--- config.mk ---
export PLATFORM = sky130hd
export DESIGN_NAME = pam_pin_mux
export DESIGN_NICKNAME = d
export VERILOG_FILES = /design/src/pam_pkg.sv /design/src/pam_wb_reg.sv /design/src/pam_pin_mux.sv
export SDC_FILE = /design/constraint.sdc
export NUM_CORES = 1
export LEC_CHECK = 0
export BUFFER_PORTS_ARGS = -buffer_cell sky130_fd_sc_hd__buf_2
export CAP_MARGIN = 15
export CORE_MARGIN = 2
export CORE_UTILIZATION = 42
export DETAILED_ROUTE_END_ITERATION = 10
export PLACE_DENSITY = 0.86
export SLEW_MARGIN = 25
export SYNTH_ARGS = -nofsm -noshare
export SYNTH_HDL_FRONTEND = slang
export SYNTH_SLANG_ARGS = --single-unit
export TNS_END_PERCENT = 10
--- constraint.sdc ---
create_clock -name clk_i -period 2.9 [get_ports clk_i]
set_input_delay 0.145 -clock clk_i [delete_from_list [all_inputs] [get_ports clk_i]]
set_output_delay 0.145 -clock clk_i [all_outputs]
set_load 0.1 [all_outputs]
--- src/pam_pkg.sv ---
// constants, field layout and carrier types of the upper port pin function select
// assumes a classic wishbone master with a 32-bit data path
package pam_pkg;

    // ==========================================================
    // bus geometry
    localparam int          PAM_DW       = 32;
    localparam int          PAM_AW       = 4;
    localparam int          PAM_SW       = 4;
    localparam int          PAM_REG_W    = 16;
    localparam int          PAM_LANE_W   = 8;
    localparam logic [3:0]  PAM_ADR_FUNC = 4'h0;

    // ==========================================================
    // register layout
    localparam logic [15:0] PAM_FUNC_RST   = 16'h0000;
    localparam logic [15:0] PAM_FUNC_WMASK = 16'h7777;
    localparam int          PAM_CODE_W     = 3;
    localparam int          PAM_P8_LSB     = 0;
    localparam int          PAM_P9_LSB     = 4;
    localparam int          PAM_P10_LSB    = 8;
    localparam int          PAM_P11_LSB    = 12;
    localparam int          PAM_RSV3       = 3;
    localparam int          PAM_RSV7       = 7;
    localparam int          PAM_RSV11      = 11;
    localparam int          PAM_RSV15      = 15;
    localparam int          PAM_LANE0_SEL  = 0;
    localparam int          PAM_LANE1_SEL  = 1;

    // ==========================================================
    // function codes
    localparam logic [2:0]  PAM_CODE_PORT    = 3'h0;
    localparam logic [2:0]  PAM_CODE_TIMER   = 3'h1;
    localparam logic [2:0]  PAM_CODE_TRIGGER = 3'h2;
    localparam logic [2:0]  PAM_CODE_SERIAL  = 3'h6;
    localparam logic [2:0]  PAM_CODE_DISABLE = 3'h7;

    // ==========================================================
    // pins, levels and variants
    localparam int          PAM_PIN_N   = 4;
    localparam int          PAM_PIN8    = 0;
    localparam int          PAM_PIN9    = 1;
    localparam int          PAM_PIN10   = 2;
    localparam int          PAM_PIN11   = 3;
    localparam logic        PAM_IN_IDLE = 1'b1;
    localparam logic        PAM_EMU_ON  = 1'b0;
    localparam int          PAM_MEM_32K = 32;
    localparam int          PAM_MEM_16K = 16;
    localparam int          PAM_MEM_DEF = 64;

    // ==========================================================
    // carriers
    typedef struct packed {
        logic                 cyc;
        logic                 stb;
        logic                 we;
        logic [PAM_AW-1:0]    adr;
        logic [PAM_SW-1:0]    sel;
        logic [PAM_DW-1:0]    dat;
    } pam_wb_req_t;

    typedef struct packed {
        logic                 ack;
        logic [PAM_DW-1:0]    dat;
    } pam_wb_rsp_t;

endpackage

--- src/pam_wb_reg.sv ---
// wishbone classic slave holding the pin function select register
// assumes the master holds its request until it samples ack
`timescale 1ns/1ns
module pam_wb_reg
    import pam_pkg::*;
(
    input  wire logic                 clk_i,
    input  wire logic                 rst_i,
    input  wire logic                 ce_i,
    input  wire pam_wb_req_t          wb_req_i,
    output pam_wb_rsp_t               wb_rsp_o,
    output logic [PAM_REG_W-1:0]      func_sel_o
);

    // ==========================================================
    // decode
    logic                 ack_ff;
    logic [PAM_DW-1:0]    dat_ff;
    logic [PAM_REG_W-1:0] func_ff;
    logic [PAM_REG_W-1:0] nxt_func;
    logic [PAM_REG_W-1:0] lane_mask;

    wire bus_hit   = wb_req_i.cyc & wb_req_i.stb;
    wire adr_hit   = (wb_req_i.adr == PAM_ADR_FUNC);
    wire wr_commit = bus_hit & ack_ff & wb_req_i.we & adr_hit;
    wire rd_take   = bus_hit & ~ack_ff;

    assign lane_mask = {{PAM_LANE_W{wb_req_i.sel[PAM_LANE1_SEL]}},
                        {PAM_LANE_W{wb_req_i.sel[PAM_LANE0_SEL]}}};
    // reserved bits never store
    assign nxt_func  = (func_ff & ~(lane_mask & PAM_FUNC_WMASK))
                     | (wb_req_i.dat[PAM_REG_W-1:0] & lane_mask & PAM_FUNC_WMASK);

    wire [PAM_DW-1:0] rd_word = adr_hit ? {{(PAM_DW-PAM_REG_W){1'b0}}, func_ff & PAM_FUNC_WMASK}
                                        : {PAM_DW{1'b0}};

    // ==========================================================
    // state
    always_ff @(posedge clk_i) begin
        if (rst_i) begin
            ack_ff  <= 1'b0;
            dat_ff  <= {PAM_DW{1'b0}};
            func_ff <= PAM_FUNC_RST;
        end else if (ce_i) begin
            ack_ff <= rd_take;
            if (rd_take) begin
                dat_ff <= rd_word;
            end
            if (wr_commit) begin
                func_ff <= nxt_func;
            end
        end
    end

    assign wb_rsp_o.ack = ack_ff;
    assign wb_rsp_o.dat = dat_ff;
    assign func_sel_o   = func_ff;

endmodule

--- src/pam_pin_mux.sv ---
// function routing of port pins eight to eleven
// assumes pads, port logic and peripherals sit on the same clock as the bus
//
// The address map and the Wishbone interface to the registers were left to the implementer.
`timescale 1ns/1ns
// Operation
// - reserved bits read zero, written zero
// - pin eleven: port, trigger or serial0 transmit
// - pin ten: port or serial0 receive
// - pin nine: port, timer d, serial2, disable
// - emulator mode forces pin nine to TDO
// - pin eight: port, timer c, serial2 receive
// - emulator mode forces pin eight to TDI
// - all fields reset to port function
// - no emulator override on small variants
module pam_pin_mux
    import pam_pkg::*;
#(
    parameter int MEM_KBYTE = PAM_MEM_DEF
)
(
    input  wire logic                  clk_i,
    input  wire logic                  rst_i,
    input  wire logic                  ce_i,
    input  wire pam_wb_req_t           wb_req_i,
    output pam_wb_rsp_t                wb_rsp_o,
    input  wire logic                  debug_emulator_mode_pin_i,
    input  wire logic [PAM_PIN_N-1:0]  pad_in_i,
    output logic [PAM_PIN_N-1:0]       pad_out_o,
    output logic [PAM_PIN_N-1:0]       pad_oe_o,
    input  wire logic [PAM_PIN_N-1:0]  gpio_out_i,
    input  wire logic [PAM_PIN_N-1:0]  gpio_oe_i,
    output logic [PAM_PIN_N-1:0]       gpio_in_o,
    input  wire logic                  serial0_transmit_out_i,
    input  wire logic                  serial2_transmit_out_i,
    input  wire logic                  jtag_tdo_i,
    input  wire logic                  jtag_tdo_en_i,
    output logic                       converter_external_trigger_in_o,
    output logic                       serial0_receive_in_o,
    output logic                       serial2_receive_in_o,
    output logic                       timer_clock_c_in_o,
    output logic                       timer_clock_d_in_o,
    output logic                       output_disable_request_8_in_o,
    output logic                       jtag_tdi_o,
    output logic                       emulator_override_o,
    output logic [PAM_PIN_N-1:0]       port_mode_o
);

    // ==========================================================
    // register
    logic [PAM_REG_W-1:0] func_sel;

    pam_wb_reg u_reg (
        .clk_i      (clk_i),
        .rst_i      (rst_i),
        .ce_i       (ce_i),
        .wb_req_i   (wb_req_i),
        .wb_rsp_o   (wb_rsp_o),
        .func_sel_o (func_sel)
    );

    // ==========================================================
    // field split
    wire [PAM_CODE_W-1:0] pin_eight_function_code  = func_sel[PAM_P8_LSB  +: PAM_CODE_W];
    wire [PAM_CODE_W-1:0] pin_nine_function_code   = func_sel[PAM_P9_LSB  +: PAM_CODE_W];
    wire [PAM_CODE_W-1:0] pin_ten_function_code    = func_sel[PAM_P10_LSB +: PAM_CODE_W];
    wire [PAM_CODE_W-1:0] pin_eleven_function_code = func_sel[PAM_P11_LSB +: PAM_CODE_W];

    // ==========================================================
    // emulator override
    localparam bit EMU_ALLOWED = (MEM_KBYTE != PAM_MEM_32K) && (MEM_KBYTE != PAM_MEM_16K);

    // small variants have no emulator path at all
    wire emu_on = EMU_ALLOWED && (debug_emulator_mode_pin_i == PAM_EMU_ON);

    // ==========================================================
    // function decode
    // unlisted codes select nothing: pad released, peripheral input idle
    wire p11_port = (pin_eleven_function_code == PAM_CODE_PORT);
    wire p11_trig = (pin_eleven_function_code == PAM_CODE_TRIGGER);
    wire p11_tx0  = (pin_eleven_function_code == PAM_CODE_SERIAL);

    wire p10_port = (pin_ten_function_code == PAM_CODE_PORT);
    wire p10_rx0  = (pin_ten_function_code == PAM_CODE_SERIAL);

    wire p9_tdo   = emu_on;
    wire p9_port  = ~emu_on & (pin_nine_function_code == PAM_CODE_PORT);
    wire p9_tclk  = ~emu_on & (pin_nine_function_code == PAM_CODE_TIMER);
    wire p9_tx2   = ~emu_on & (pin_nine_function_code == PAM_CODE_SERIAL);
    wire p9_odr   = ~emu_on & (pin_nine_function_code == PAM_CODE_DISABLE);

    wire p8_tdi   = emu_on;
    wire p8_port  = ~emu_on & (pin_eight_function_code == PAM_CODE_PORT);
    wire p8_tclk  = ~emu_on & (pin_eight_function_code == PAM_CODE_TIMER);
    wire p8_rx2   = ~emu_on & (pin_eight_function_code == PAM_CODE_SERIAL);

    wire [PAM_PIN_N-1:0] port_sel = {p11_port, p10_port, p9_port, p8_port};

    // ==========================================================
    // peripheral drive onto the pads
    logic [PAM_PIN_N-1:0] alt_out;
    logic [PAM_PIN_N-1:0] alt_oe;

    assign alt_out[PAM_PIN11] = serial0_transmit_out_i;
    assign alt_oe[PAM_PIN11]  = p11_tx0;
    assign alt_out[PAM_PIN10] = 1'b0;
    assign alt_oe[PAM_PIN10]  = 1'b0;
    assign alt_out[PAM_PIN9]  = p9_tdo ? jtag_tdo_i : serial2_transmit_out_i;
    assign alt_oe[PAM_PIN9]   = p9_tdo ? jtag_tdo_en_i : p9_tx2;
    assign alt_out[PAM_PIN8]  = 1'b0;
    assign alt_oe[PAM_PIN8]   = 1'b0;

    genvar gi;
    generate
        for (gi = 0; gi < PAM_PIN_N; gi = gi + 1) begin : g_pin
            assign pad_out_o[gi] = port_sel[gi] ? gpio_out_i[gi] : alt_out[gi];
            assign pad_oe_o[gi]  = port_sel[gi] ? gpio_oe_i[gi]  : alt_oe[gi];
            // port reads the pin level in every mode
            assign gpio_in_o[gi] = pad_in_i[gi];
        end
    endgenerate

    // ==========================================================
    // pads onto the peripheral inputs
    assign converter_external_trigger_in_o = p11_trig ? pad_in_i[PAM_PIN11] : PAM_IN_IDLE;
    assign serial0_receive_in_o            = p10_rx0  ? pad_in_i[PAM_PIN10] : PAM_IN_IDLE;
    assign timer_clock_d_in_o              = p9_tclk  ? pad_in_i[PAM_PIN9]  : PAM_IN_IDLE;
    assign output_disable_request_8_in_o   = p9_odr   ? pad_in_i[PAM_PIN9]  : PAM_IN_IDLE;
    assign timer_clock_c_in_o              = p8_tclk  ? pad_in_i[PAM_PIN8]  : PAM_IN_IDLE;
    assign serial2_receive_in_o            = p8_rx2   ? pad_in_i[PAM_PIN8]  : PAM_IN_IDLE;
    assign jtag_tdi_o                      = p8_tdi   ? pad_in_i[PAM_PIN8]  : PAM_IN_IDLE;

    assign emulator_override_o = emu_on;
    assign port_mode_o         = port_sel;

    // ==========================================================
    // checks
    wire wr_commit = wb_req_i.cyc & wb_req_i.stb & wb_req_i.we & wb_rsp_o.ack
                   & (wb_req_i.adr == PAM_ADR_FUNC);
    wire rd_ack    = wb_req_i.cyc & wb_req_i.stb & ~wb_req_i.we & wb_rsp_o.ack;
    wire [PAM_REG_W-1:0] chk_lane = {{PAM_LANE_W{wb_req_i.sel[PAM_LANE1_SEL]}},
                                     {PAM_LANE_W{wb_req_i.sel[PAM_LANE0_SEL]}}};

    property p_reserved_zero;
        @(posedge clk_i) disable iff (rst_i)
        rd_ack |-> (wb_rsp_o.dat[PAM_RSV15] == 1'b0) && (wb_rsp_o.dat[PAM_RSV11] == 1'b0)
                && (wb_rsp_o.dat[PAM_RSV7] == 1'b0) && (wb_rsp_o.dat[PAM_RSV3] == 1'b0)
                && (wb_rsp_o.dat[PAM_DW-1:PAM_REG_W] == '0);
    endproperty
    a_reserved_zero: assert property (p_reserved_zero)
        else $error("reserved bits read nonzero");

    property p_reserved_store;
        @(posedge clk_i) disable iff (rst_i)
        (func_sel & ~PAM_FUNC_WMASK) == '0;
    endproperty
    a_reserved_store: assert property (p_reserved_store)
        else $error("reserved bit stored");

    property p_pin11_route;
        @(posedge clk_i) disable iff (rst_i)
        (pin_eleven_function_code == PAM_CODE_SERIAL)
            |-> pad_oe_o[PAM_PIN11] && (pad_out_o[PAM_PIN11] == serial0_transmit_out_i)
                && (converter_external_trigger_in_o == PAM_IN_IDLE);
    endproperty
    a_pin11_route: assert property (p_pin11_route)
        else $error("pin eleven serial route wrong");

    property p_pin11_trig;
        @(posedge clk_i) disable iff (rst_i)
        (pin_eleven_function_code == PAM_CODE_TRIGGER)
            |-> !pad_oe_o[PAM_PIN11] && (converter_external_trigger_in_o == pad_in_i[PAM_PIN11]);
    endproperty
    a_pin11_trig: assert property (p_pin11_trig)
        else $error("pin eleven trigger route wrong");

    property p_pin10_route;
        @(posedge clk_i) disable iff (rst_i)
        (pin_ten_function_code != PAM_CODE_SERIAL) |-> (serial0_receive_in_o == PAM_IN_IDLE);
    endproperty
    a_pin10_route: assert property (p_pin10_route)
        else $error("serial0 receive not idle");

    property p_pin9_route;
        @(posedge clk_i) disable iff (rst_i)
        (!emu_on && (pin_nine_function_code == PAM_CODE_DISABLE))
            |-> !pad_oe_o[PAM_PIN9] && (output_disable_request_8_in_o == pad_in_i[PAM_PIN9])
                && (timer_clock_d_in_o == PAM_IN_IDLE);
    endproperty
    a_pin9_route: assert property (p_pin9_route)
        else $error("pin nine disable route wrong");

    property p_pin9_emu;
        @(posedge clk_i) disable iff (rst_i)
        emu_on |-> (pad_out_o[PAM_PIN9] == jtag_tdo_i) && (pad_oe_o[PAM_PIN9] == jtag_tdo_en_i)
                && (output_disable_request_8_in_o == PAM_IN_IDLE);
    endproperty
    a_pin9_emu: assert property (p_pin9_emu)
        else $error("pin nine not forced to tdo");

    property p_pin8_route;
        @(posedge clk_i) disable iff (rst_i)
        (!emu_on && (pin_eight_function_code == PAM_CODE_TIMER))
            |-> (timer_clock_c_in_o == pad_in_i[PAM_PIN8])
                && (serial2_receive_in_o == PAM_IN_IDLE);
    endproperty
    a_pin8_route: assert property (p_pin8_route)
        else $error("pin eight timer route wrong");

    property p_pin8_emu;
        @(posedge clk_i) disable iff (rst_i)
        emu_on |-> (jtag_tdi_o == pad_in_i[PAM_PIN8]) && !pad_oe_o[PAM_PIN8]
                && (timer_clock_c_in_o == PAM_IN_IDLE);
    endproperty
    a_pin8_emu: assert property (p_pin8_emu)
        else $error("pin eight not forced to tdi");

    property p_reset_port;
        @(posedge clk_i)
        $past(rst_i) |-> (func_sel == PAM_FUNC_RST) && !wb_rsp_o.ack;
    endproperty
    a_reset_port: assert property (p_reset_port)
        else $error("register not at reset value");

    property p_no_emu_small;
        @(posedge clk_i) disable iff (rst_i)
        !EMU_ALLOWED |-> !emulator_override_o
            && (port_mode_o[PAM_PIN9] == (pin_nine_function_code == PAM_CODE_PORT));
    endproperty
    a_no_emu_small: assert property (p_no_emu_small)
        else $error("emulator override on small variant");

    property p_write_lands;
        @(posedge clk_i) disable iff (rst_i)
        (wr_commit && ce_i) |=> func_sel
            == (($past(wb_req_i.dat[PAM_REG_W-1:0]) & $past(chk_lane) & PAM_FUNC_WMASK)
              | ($past(func_sel) & ~($past(chk_lane) & PAM_FUNC_WMASK)));
    endproperty
    a_write_lands: assert property (p_write_lands)
        else $error("write not seen next cycle");

    property p_route_holds;
        @(posedge clk_i) disable iff (rst_i)
        !(wr_commit && ce_i) |=> $stable(func_sel);
    endproperty
    a_route_holds: assert property (p_route_holds)
        else $error("routing changed without write");

    property p_ack_single;
        @(posedge clk_i) disable iff (rst_i)
        (wb_rsp_o.ack && ce_i) |=> !wb_rsp_o.ack;
    endproperty
    a_ack_single: assert property (p_ack_single)
        else $error("ack held two cycles");

    property p_pin11_port;
        @(posedge clk_i) disable iff (rst_i)
        (pin_eleven_function_code == PAM_CODE_PORT)
            |-> port_mode_o[PAM_PIN11] && (pad_out_o[PAM_PIN11] == gpio_out_i[PAM_PIN11])
                && (pad_oe_o[PAM_PIN11] == gpio_oe_i[PAM_PIN11]);
    endproperty
    a_pin11_port: assert property (p_pin11_port)
        else $error("pin eleven port route wrong");

    property p_pin10_rx0;
        @(posedge clk_i) disable iff (rst_i)
        (pin_ten_function_code == PAM_CODE_SERIAL)
            |-> !pad_oe_o[PAM_PIN10] && (serial0_receive_in_o == pad_in_i[PAM_PIN10]);
    endproperty
    a_pin10_rx0: assert property (p_pin10_rx0)
        else $error("serial0 receive not routed");

    property p_pin9_timer;
        @(posedge clk_i) disable iff (rst_i)
        (!emu_on && (pin_nine_function_code == PAM_CODE_TIMER))
            |-> !pad_oe_o[PAM_PIN9] && (timer_clock_d_in_o == pad_in_i[PAM_PIN9])
                && (output_disable_request_8_in_o == PAM_IN_IDLE);
    endproperty
    a_pin9_timer: assert property (p_pin9_timer)
        else $error("pin nine timer route wrong");

    property p_pin9_tx2;
        @(posedge clk_i) disable iff (rst_i)
        (!emu_on && (pin_nine_function_code == PAM_CODE_SERIAL))
            |-> pad_oe_o[PAM_PIN9] && (pad_out_o[PAM_PIN9] == serial2_transmit_out_i);
    endproperty
    a_pin9_tx2: assert property (p_pin9_tx2)
        else $error("pin nine serial route wrong");

    property p_pin8_rx2;
        @(posedge clk_i) disable iff (rst_i)
        (!emu_on && (pin_eight_function_code == PAM_CODE_SERIAL))
            |-> !pad_oe_o[PAM_PIN8] && (serial2_receive_in_o == pad_in_i[PAM_PIN8])
                && (timer_clock_c_in_o == PAM_IN_IDLE);
    endproperty
    a_pin8_rx2: assert property (p_pin8_rx2)
        else $error("pin eight serial route wrong");

    property p_pin8_port;
        @(posedge clk_i) disable iff (rst_i)
        (!emu_on && (pin_eight_function_code == PAM_CODE_PORT))
            |-> port_mode_o[PAM_PIN8] && (pad_oe_o[PAM_PIN8] == gpio_oe_i[PAM_PIN8])
                && (jtag_tdi_o == PAM_IN_IDLE);
    endproperty
    a_pin8_port: assert property (p_pin8_port)
        else $error("pin eight port route wrong");

    property p_emu_port_off;
        @(posedge clk_i) disable iff (rst_i)
        emu_on |-> !port_mode_o[PAM_PIN9] && !port_mode_o[PAM_PIN8];
    endproperty
    a_emu_port_off: assert property (p_emu_port_off)
        else $error("port mode kept under emulator");

endmodule

==> run_results.csv, run 1 <==
group,metric,value,unit
critical_path,critPathCaptureType,"primary output",
clock_network,cts_htree_levels,1,
routing,drtPass1Iterations,4,
routing,drc,0,
final_layout,final_cell_mix,"77 x buf_2, 25 x nand2b_1, 25 x dfxtp_1",
clock_network,numCtsBuffers,3,
clock_network,cts_root_buffer,"clkbuf_4",
placed_design,placed_cells,283,
pwr,ir_worst_vdd,0.000222,V
routing,drt_iter0_drc,22,
sta,worst_clock_skew,0.00262,ns
synth,ys_ff_latch,25,
sta,finalSetupViolCount,0,
synth,netlist_instances,177,
clock_network,clk-insertion-delay-late,0.30,ns
grt,grt_use_total,15.3,%
synth,synth_compound_area_share,5.97,%
synth,yosysTopAreaCell,"dfxtp_1",
grt,antenna_found_initial,0,
die,ios,120,
synth,synth.area.top_cells,"dfxtp_1 34%, buf_4 15%, nand2b_1 11%",
final_layout,diodes,0,
sta,layout_min_cycle_time,1.84,ns
routing,ant_nets,0,
placed_design,globalplace.congestion,0.757,
final_layout,area_growth,20.5,%
synth,syn_area,1470,um^2
final_layout,fin_cells,287,
synth,yosysTopAreaCellShare,34.1,%
final_layout,nets,305,
pwr,pwr_density_cell,440,nW/um^2
placed_design,dp_hpwl,2.47,mm
grt,grt_max_degree,38,
critical_path,crit_buf_inv,1,
critical_path,cp_max_fo,5,
pwr,p_leak,0.891,nW
clock_network,postCtsSetupRepairBufs,0,
critical_path,max_stage_delay,0.43,ns
critical_path,arrival,1.70,ns
die,core_area,3340,um^2
routing,routedWlPerCell,10.9,um
clock_network,ctsHoldBuffers,0,
grt,grt_pass1_wl,5.00,mm
routing,wirelength,3.12,mm
critical_path,crit_family,"buffers and inverters",
sta,rsz0062_at_grt,"no",
sta,hold_violations,0,
clock_network,ctsResizeCount,0,
synth,synth_warnings,0,
routing,viasPerCell,4.59,
sta,setup_ws,1.06,ns
critical_path,cp.required,2.76,ns
die,die_y,63.1,um
grt,grt_overflow,0,
sta,worst_pin_slew,0.705,ns
synth,ys_seq_area_share,34.1,%
placed_design,port_buffers,77,
synth,muxShareOfSynthArea,9.64,%
sta,slew_headroom,52.6,%
placed_design,pre_cts_slack,1.20,ns
status,outcome,"complete, no violations",
routing,vias,1316,
clock_network,clock_sinks,25,
grt,grt_pass1_vias,1179,
synth,synth.distinct_cells,25,
worst_hold_path,hp-class,"input pin to flip-flop",
critical_path,start_kind,"flip-flop",
critical_path,path_cells,"nor3_1 > mux2i_1 > a21oi_1 > buf_2",
die,start_util,43.9,%
critical_path,cpMaxStageDelayCell,"buf_2",
synth,synth_top_family_by_area,"simple AND/OR/NAND/NOR gates",
final_layout,drive_gt1_share,36.1,%
sta,max_freq,542,MHz
clock_network,cts_buffer_depth,2,
die,die_area,3980,um^2
final_layout,fillerInstances,344,
critical_path,worstSetupPathType,"flip-flop to primary output",
synth,synth.avg_cell_area,8.28,um^2
synth,synthXorXnorAreaFrac,0,%
job,cap_violations,0,
sta,fin_setup_tns,0,ns
sta,fin_crit_sh,63.6,%
sta,maxSlewViolCount,0,
clock_network,cts_tree,"done",
clock_network,clk_pin_slew,0.13,ns
synth,synth_simple_gate_area_share,33.0,%
die,row_count,21,
synth,synth_fa_ha_area_share,0,%
final_layout,mostFrequentLayoutCell,"buf_2",
die,die_w,63.1,um
[layout make-up]
class	instances	area, um^2	share of cell area, %
tap	46	57.6	3.26
sequential	25	500	28.3
multi-input combinational	134	793	44.9
inverter	1	3.75	0.212
timing repair buffer	77	385	21.8
clock buffer	4	26.3	1.49
[tightest hold or removal path, cell delays in order]
cell and delay [ns]:
buf_2 0.10, nand2b_1 0.05, mux2i_1 0.05
[per-layer routing]
layer | track usage [%] | part of all wire [%] | vias up
li1 | - | - | 673
met1 | 19.1 | 44 | 576
met2 | 24.6 | 46 | 59
met3 | 3.21 | 7.6 | 8
met4 | 8.06 | 2.8 | 0
met5 | 0 | 0 | -
[where the power goes]
group	internal (mW)	leakage, nW	switching, mW
Combinational	0.0420	0.675	0.242
Clock	0.0536	0.0150	0.0962
Sequential	0.344	0.201	0.000607
[logic make-up after synthesis]
group,after synthesis
DFF,25
other,1
AOI/OAI and AO/OA,17
buffers and inverters,37
and+or+nand+nor,83
muxes,14
[synth_stat cells]
master     instances
or4b_2             1
nor4_4             1
conb_1             1
nor4_1             1
buf_2              1
mux2i_1           13
clkbuf_1           6
nor3_1             3
a21oi_1           16
and4b_1            1
and2_1             7
or2_2              1
inv_1              1
nand2_1           18
nand4b_1           2
o31ai_1            1
mux2_2             1
nand4_2            2
nand2b_1          25
dfxtp_1           25
nand3_1           13
nor2_1             6
nand4bb_1          1
buf_4             29
and3_1             1
[path summary, 6_finish.rpt]
| check | start | end | slack [ns] | cells past startpoint |
|---|---|---|---|---|
| worst min-delay path | wb_req_i[0] | flip-flop | 0.07 | 3 |
| worst max register to register | u_reg.ack_ff | u_reg.dat_ff[4] | 1.59 | 3 |
| worst max-delay path | flip-flop | pad_out_o[1] | 1.06 | 4 |
| worst min register to register | u_reg.dat_ff[8] | u_reg.dat_ff[8] | 0.46 | 2 |
[per-stage QoR]
step                power (mW)  utilization, %  cell area, um^2  hold slack (ns)
finish                   0.778            52.9             1770           0.0749
detailed placement       0.636            52.2             1740            0.411
global placement         0.634            52.2             1740            0.408
floorplan                0.620               -             1540            0.297
CTS                      0.786            52.9             1770           0.0660
global route             0.810            52.9             1770           0.0531
(Power assumes the default switching activity.)
==> run 2: changes to the inputs <==
--- a/config.mk
+++ b/config.mk
@@ -8,9 +8,9 @@
 export BUFFER_PORTS_ARGS = -buffer_cell sky130_fd_sc_hd__buf_2
 export CAP_MARGIN = 15
 export CORE_MARGIN = 2
-export CORE_UTILIZATION = 42
+export CORE_UTILIZATION = 39
 export DETAILED_ROUTE_END_ITERATION = 10
-export PLACE_DENSITY = 0.86
+export PLACE_DENSITY = 0.81
 export SLEW_MARGIN = 25
 export SYNTH_ARGS = -nofsm -noshare
 export SYNTH_HDL_FRONTEND = slang
==> constraint.sdc (replaced) <==
create_clock -name clk_i -period 1.9 [get_ports clk_i]
set_input_delay 0.095 -clock clk_i [delete_from_list [all_inputs] [get_ports clk_i]]
set_output_delay 0.095 -clock clk_i [all_outputs]
set_load 0.1 [all_outputs]
==> run_results.csv, run 2 (same netlist as run 1, synthesis figures left out) <==
group,metric,value,unit
status,outcome,"complete, no violations",
final_layout,final_cell_mix,"77 x buf_2, 25 x nand2b_1, 25 x dfxtp_1",
sta,rsz0062_at_grt,"no",
clock_network,ctsHoldBuffers,0,
die,die_w,65.3,um
sta,slew_headroom,62.5,%
sta,hold_violations,0,
grt,antenna_found_initial,0,
critical_path,critPathCaptureType,"primary output",
clock_network,cts_tree,"done",
sta,maxSlewViolCount,0,
placed_design,dp_hpwl,2.42,mm
final_layout,area_growth,23.0,%
clock_network,clock_sinks,25,
critical_path,start_kind,"flip-flop",
clock_network,cts_buffer_depth,2,
sta,fin_crit_sh,90.7,%
pwr,p_leak,0.904,nW
clock_network,cts_htree_levels,1,
placed_design,globalplace.congestion,0.742,
grt,grt_overflow,0,
worst_hold_path,hp-class,"input pin to flip-flop",
final_layout,mostFrequentLayoutCell,"buf_2",
die,die_area,4270,um^2
routing,routedWlPerCell,10.6,um
sta,finalSetupViolCount,0,
critical_path,arrival,1.63,ns
sta,max_freq,581,MHz
clock_network,numCtsBuffers,3,
clock_network,ctsResizeCount,0,
critical_path,cp_max_fo,5,
grt,grt_max_degree,38,
placed_design,place_area,1750,um^2
job,cap_violations,0,
final_layout,nets,306,
die,die_y,65.3,um
routing,drt_iter0_drc,42,
routing,drtPass1Iterations,4,
final_layout,fillerInstances,389,
placed_design,port_buffers,77,
grt,grt_pass1_vias,1147,
sta,layout_min_cycle_time,1.72,ns
grt,met1_usage,17.2,%
critical_path,cp.required,1.80,ns
pwr,ir_worst_vdd,0.000314,V
critical_path,worstSetupPathType,"flip-flop to primary output",
grt,grt_use_total,14.4,%
grt,grt_util_met2,25.9,%
die,row_count,22,
die,ios,120,
final_layout,design_area,1800,um^2
final_layout,diodes,0,
routing,wirelength,3.07,mm
clock_network,clk-insertion-delay-late,0.27,ns
sta,worst_clock_skew,0.00751,ns
pwr,pwr_density_cell,707,nW/um^2
grt,grt.busiest_layer,"met2",
grt,grt_pass1_wl,4.88,mm
clock_network,cts_root_buffer,"clkbuf_8",
routing,viasPerCell,4.56,
pwr,p_total,1.27,mW
grt,gr-usage-met3,3.77,%
sta,worst_pin_slew,0.560,ns
final_layout,drive_gt1_share,37.2,%
clock_network,clk_pin_slew,0.09,ns
routing,drc,0,
die,start_util,40.4,%
routing,vias,1322,
routing,ant_nets,0,
clock_network,postCtsSetupRepairBufs,0,
die,core_area,3630,um^2
-- run 2: changes by cell type in the layout (fill, tap and decap cells not counted), sizes merged --
| cell | delta |
|---|---|
| clkinvlp | +1 |
| clkbuf | -1 |
| buf | +1 |
-- run 2: critical path: stages, from the launching register on --
cell and delay [ns]:
dfxtp_1 0.35, or4b_2 0.69, buf_2 0.32
-- run 2: final timing paths --
kind                        start                              end  slack [ns]  cells past startpoint
setup / recovery        flip-flop  converter_external_trigger_in_o        0.18                      2
hold / removal       wb_req_i[13]                        flip-flop        0.07                      3
setup reg to reg     u_reg.ack_ff                  u_reg.dat_ff[0]        0.58                      3
hold reg to reg   u_reg.dat_ff[9]                  u_reg.dat_ff[9]        0.45                      2
-- run 2: power breakdown --
group	internal (mW)	total [mW]	leakage [nW]	switching, mW
clock network	0.148	0.314	0.0217	0.166
logic	0.0651	0.435	0.681	0.370
registers	0.524	0.525	0.201	0.000856
total	0.738	1.27	0.904	0.537
-- run 2: final cells by class --
class	instances	area, um^2	share of cell area [%]
flip-flops and latches	25	500	27.8
multi-input cells	134	797	44.2
repair buffers	78	393	21.8
clock buffers	3	41.3	2.29
inverters	1	3.75	0.208
well taps	48	60.1	3.33
clock inverters	1	7.51	0.416
-- run 2: routing by layer --
| metal | wire, um | up-vias |
|---|---|---|
| li1 | - | 677 |
| met1 | 1240 | 603 |
| met2 | 1630 | 40 |
| met3 | 187 | 2 |
| met4 | 9 | 0 |
| met5 | 0 | - |
-- run 2: metrics by stage --
step           instances  util, %  setup TNS [ns]  hold slack (ns)  worst slack, ns
5_1_grt              290     49.6               0           0.0825           0.0376
3_5_place_dp         286     48.3               0            0.358            0.457
3_3_place_gp         286     48.3               0            0.355            0.479
4_1_cts              290     49.6               0           0.0716            0.157
2_1_floorplan        196        -          -0.379            0.247           -0.225
6_report             290     49.6               0           0.0732            0.178
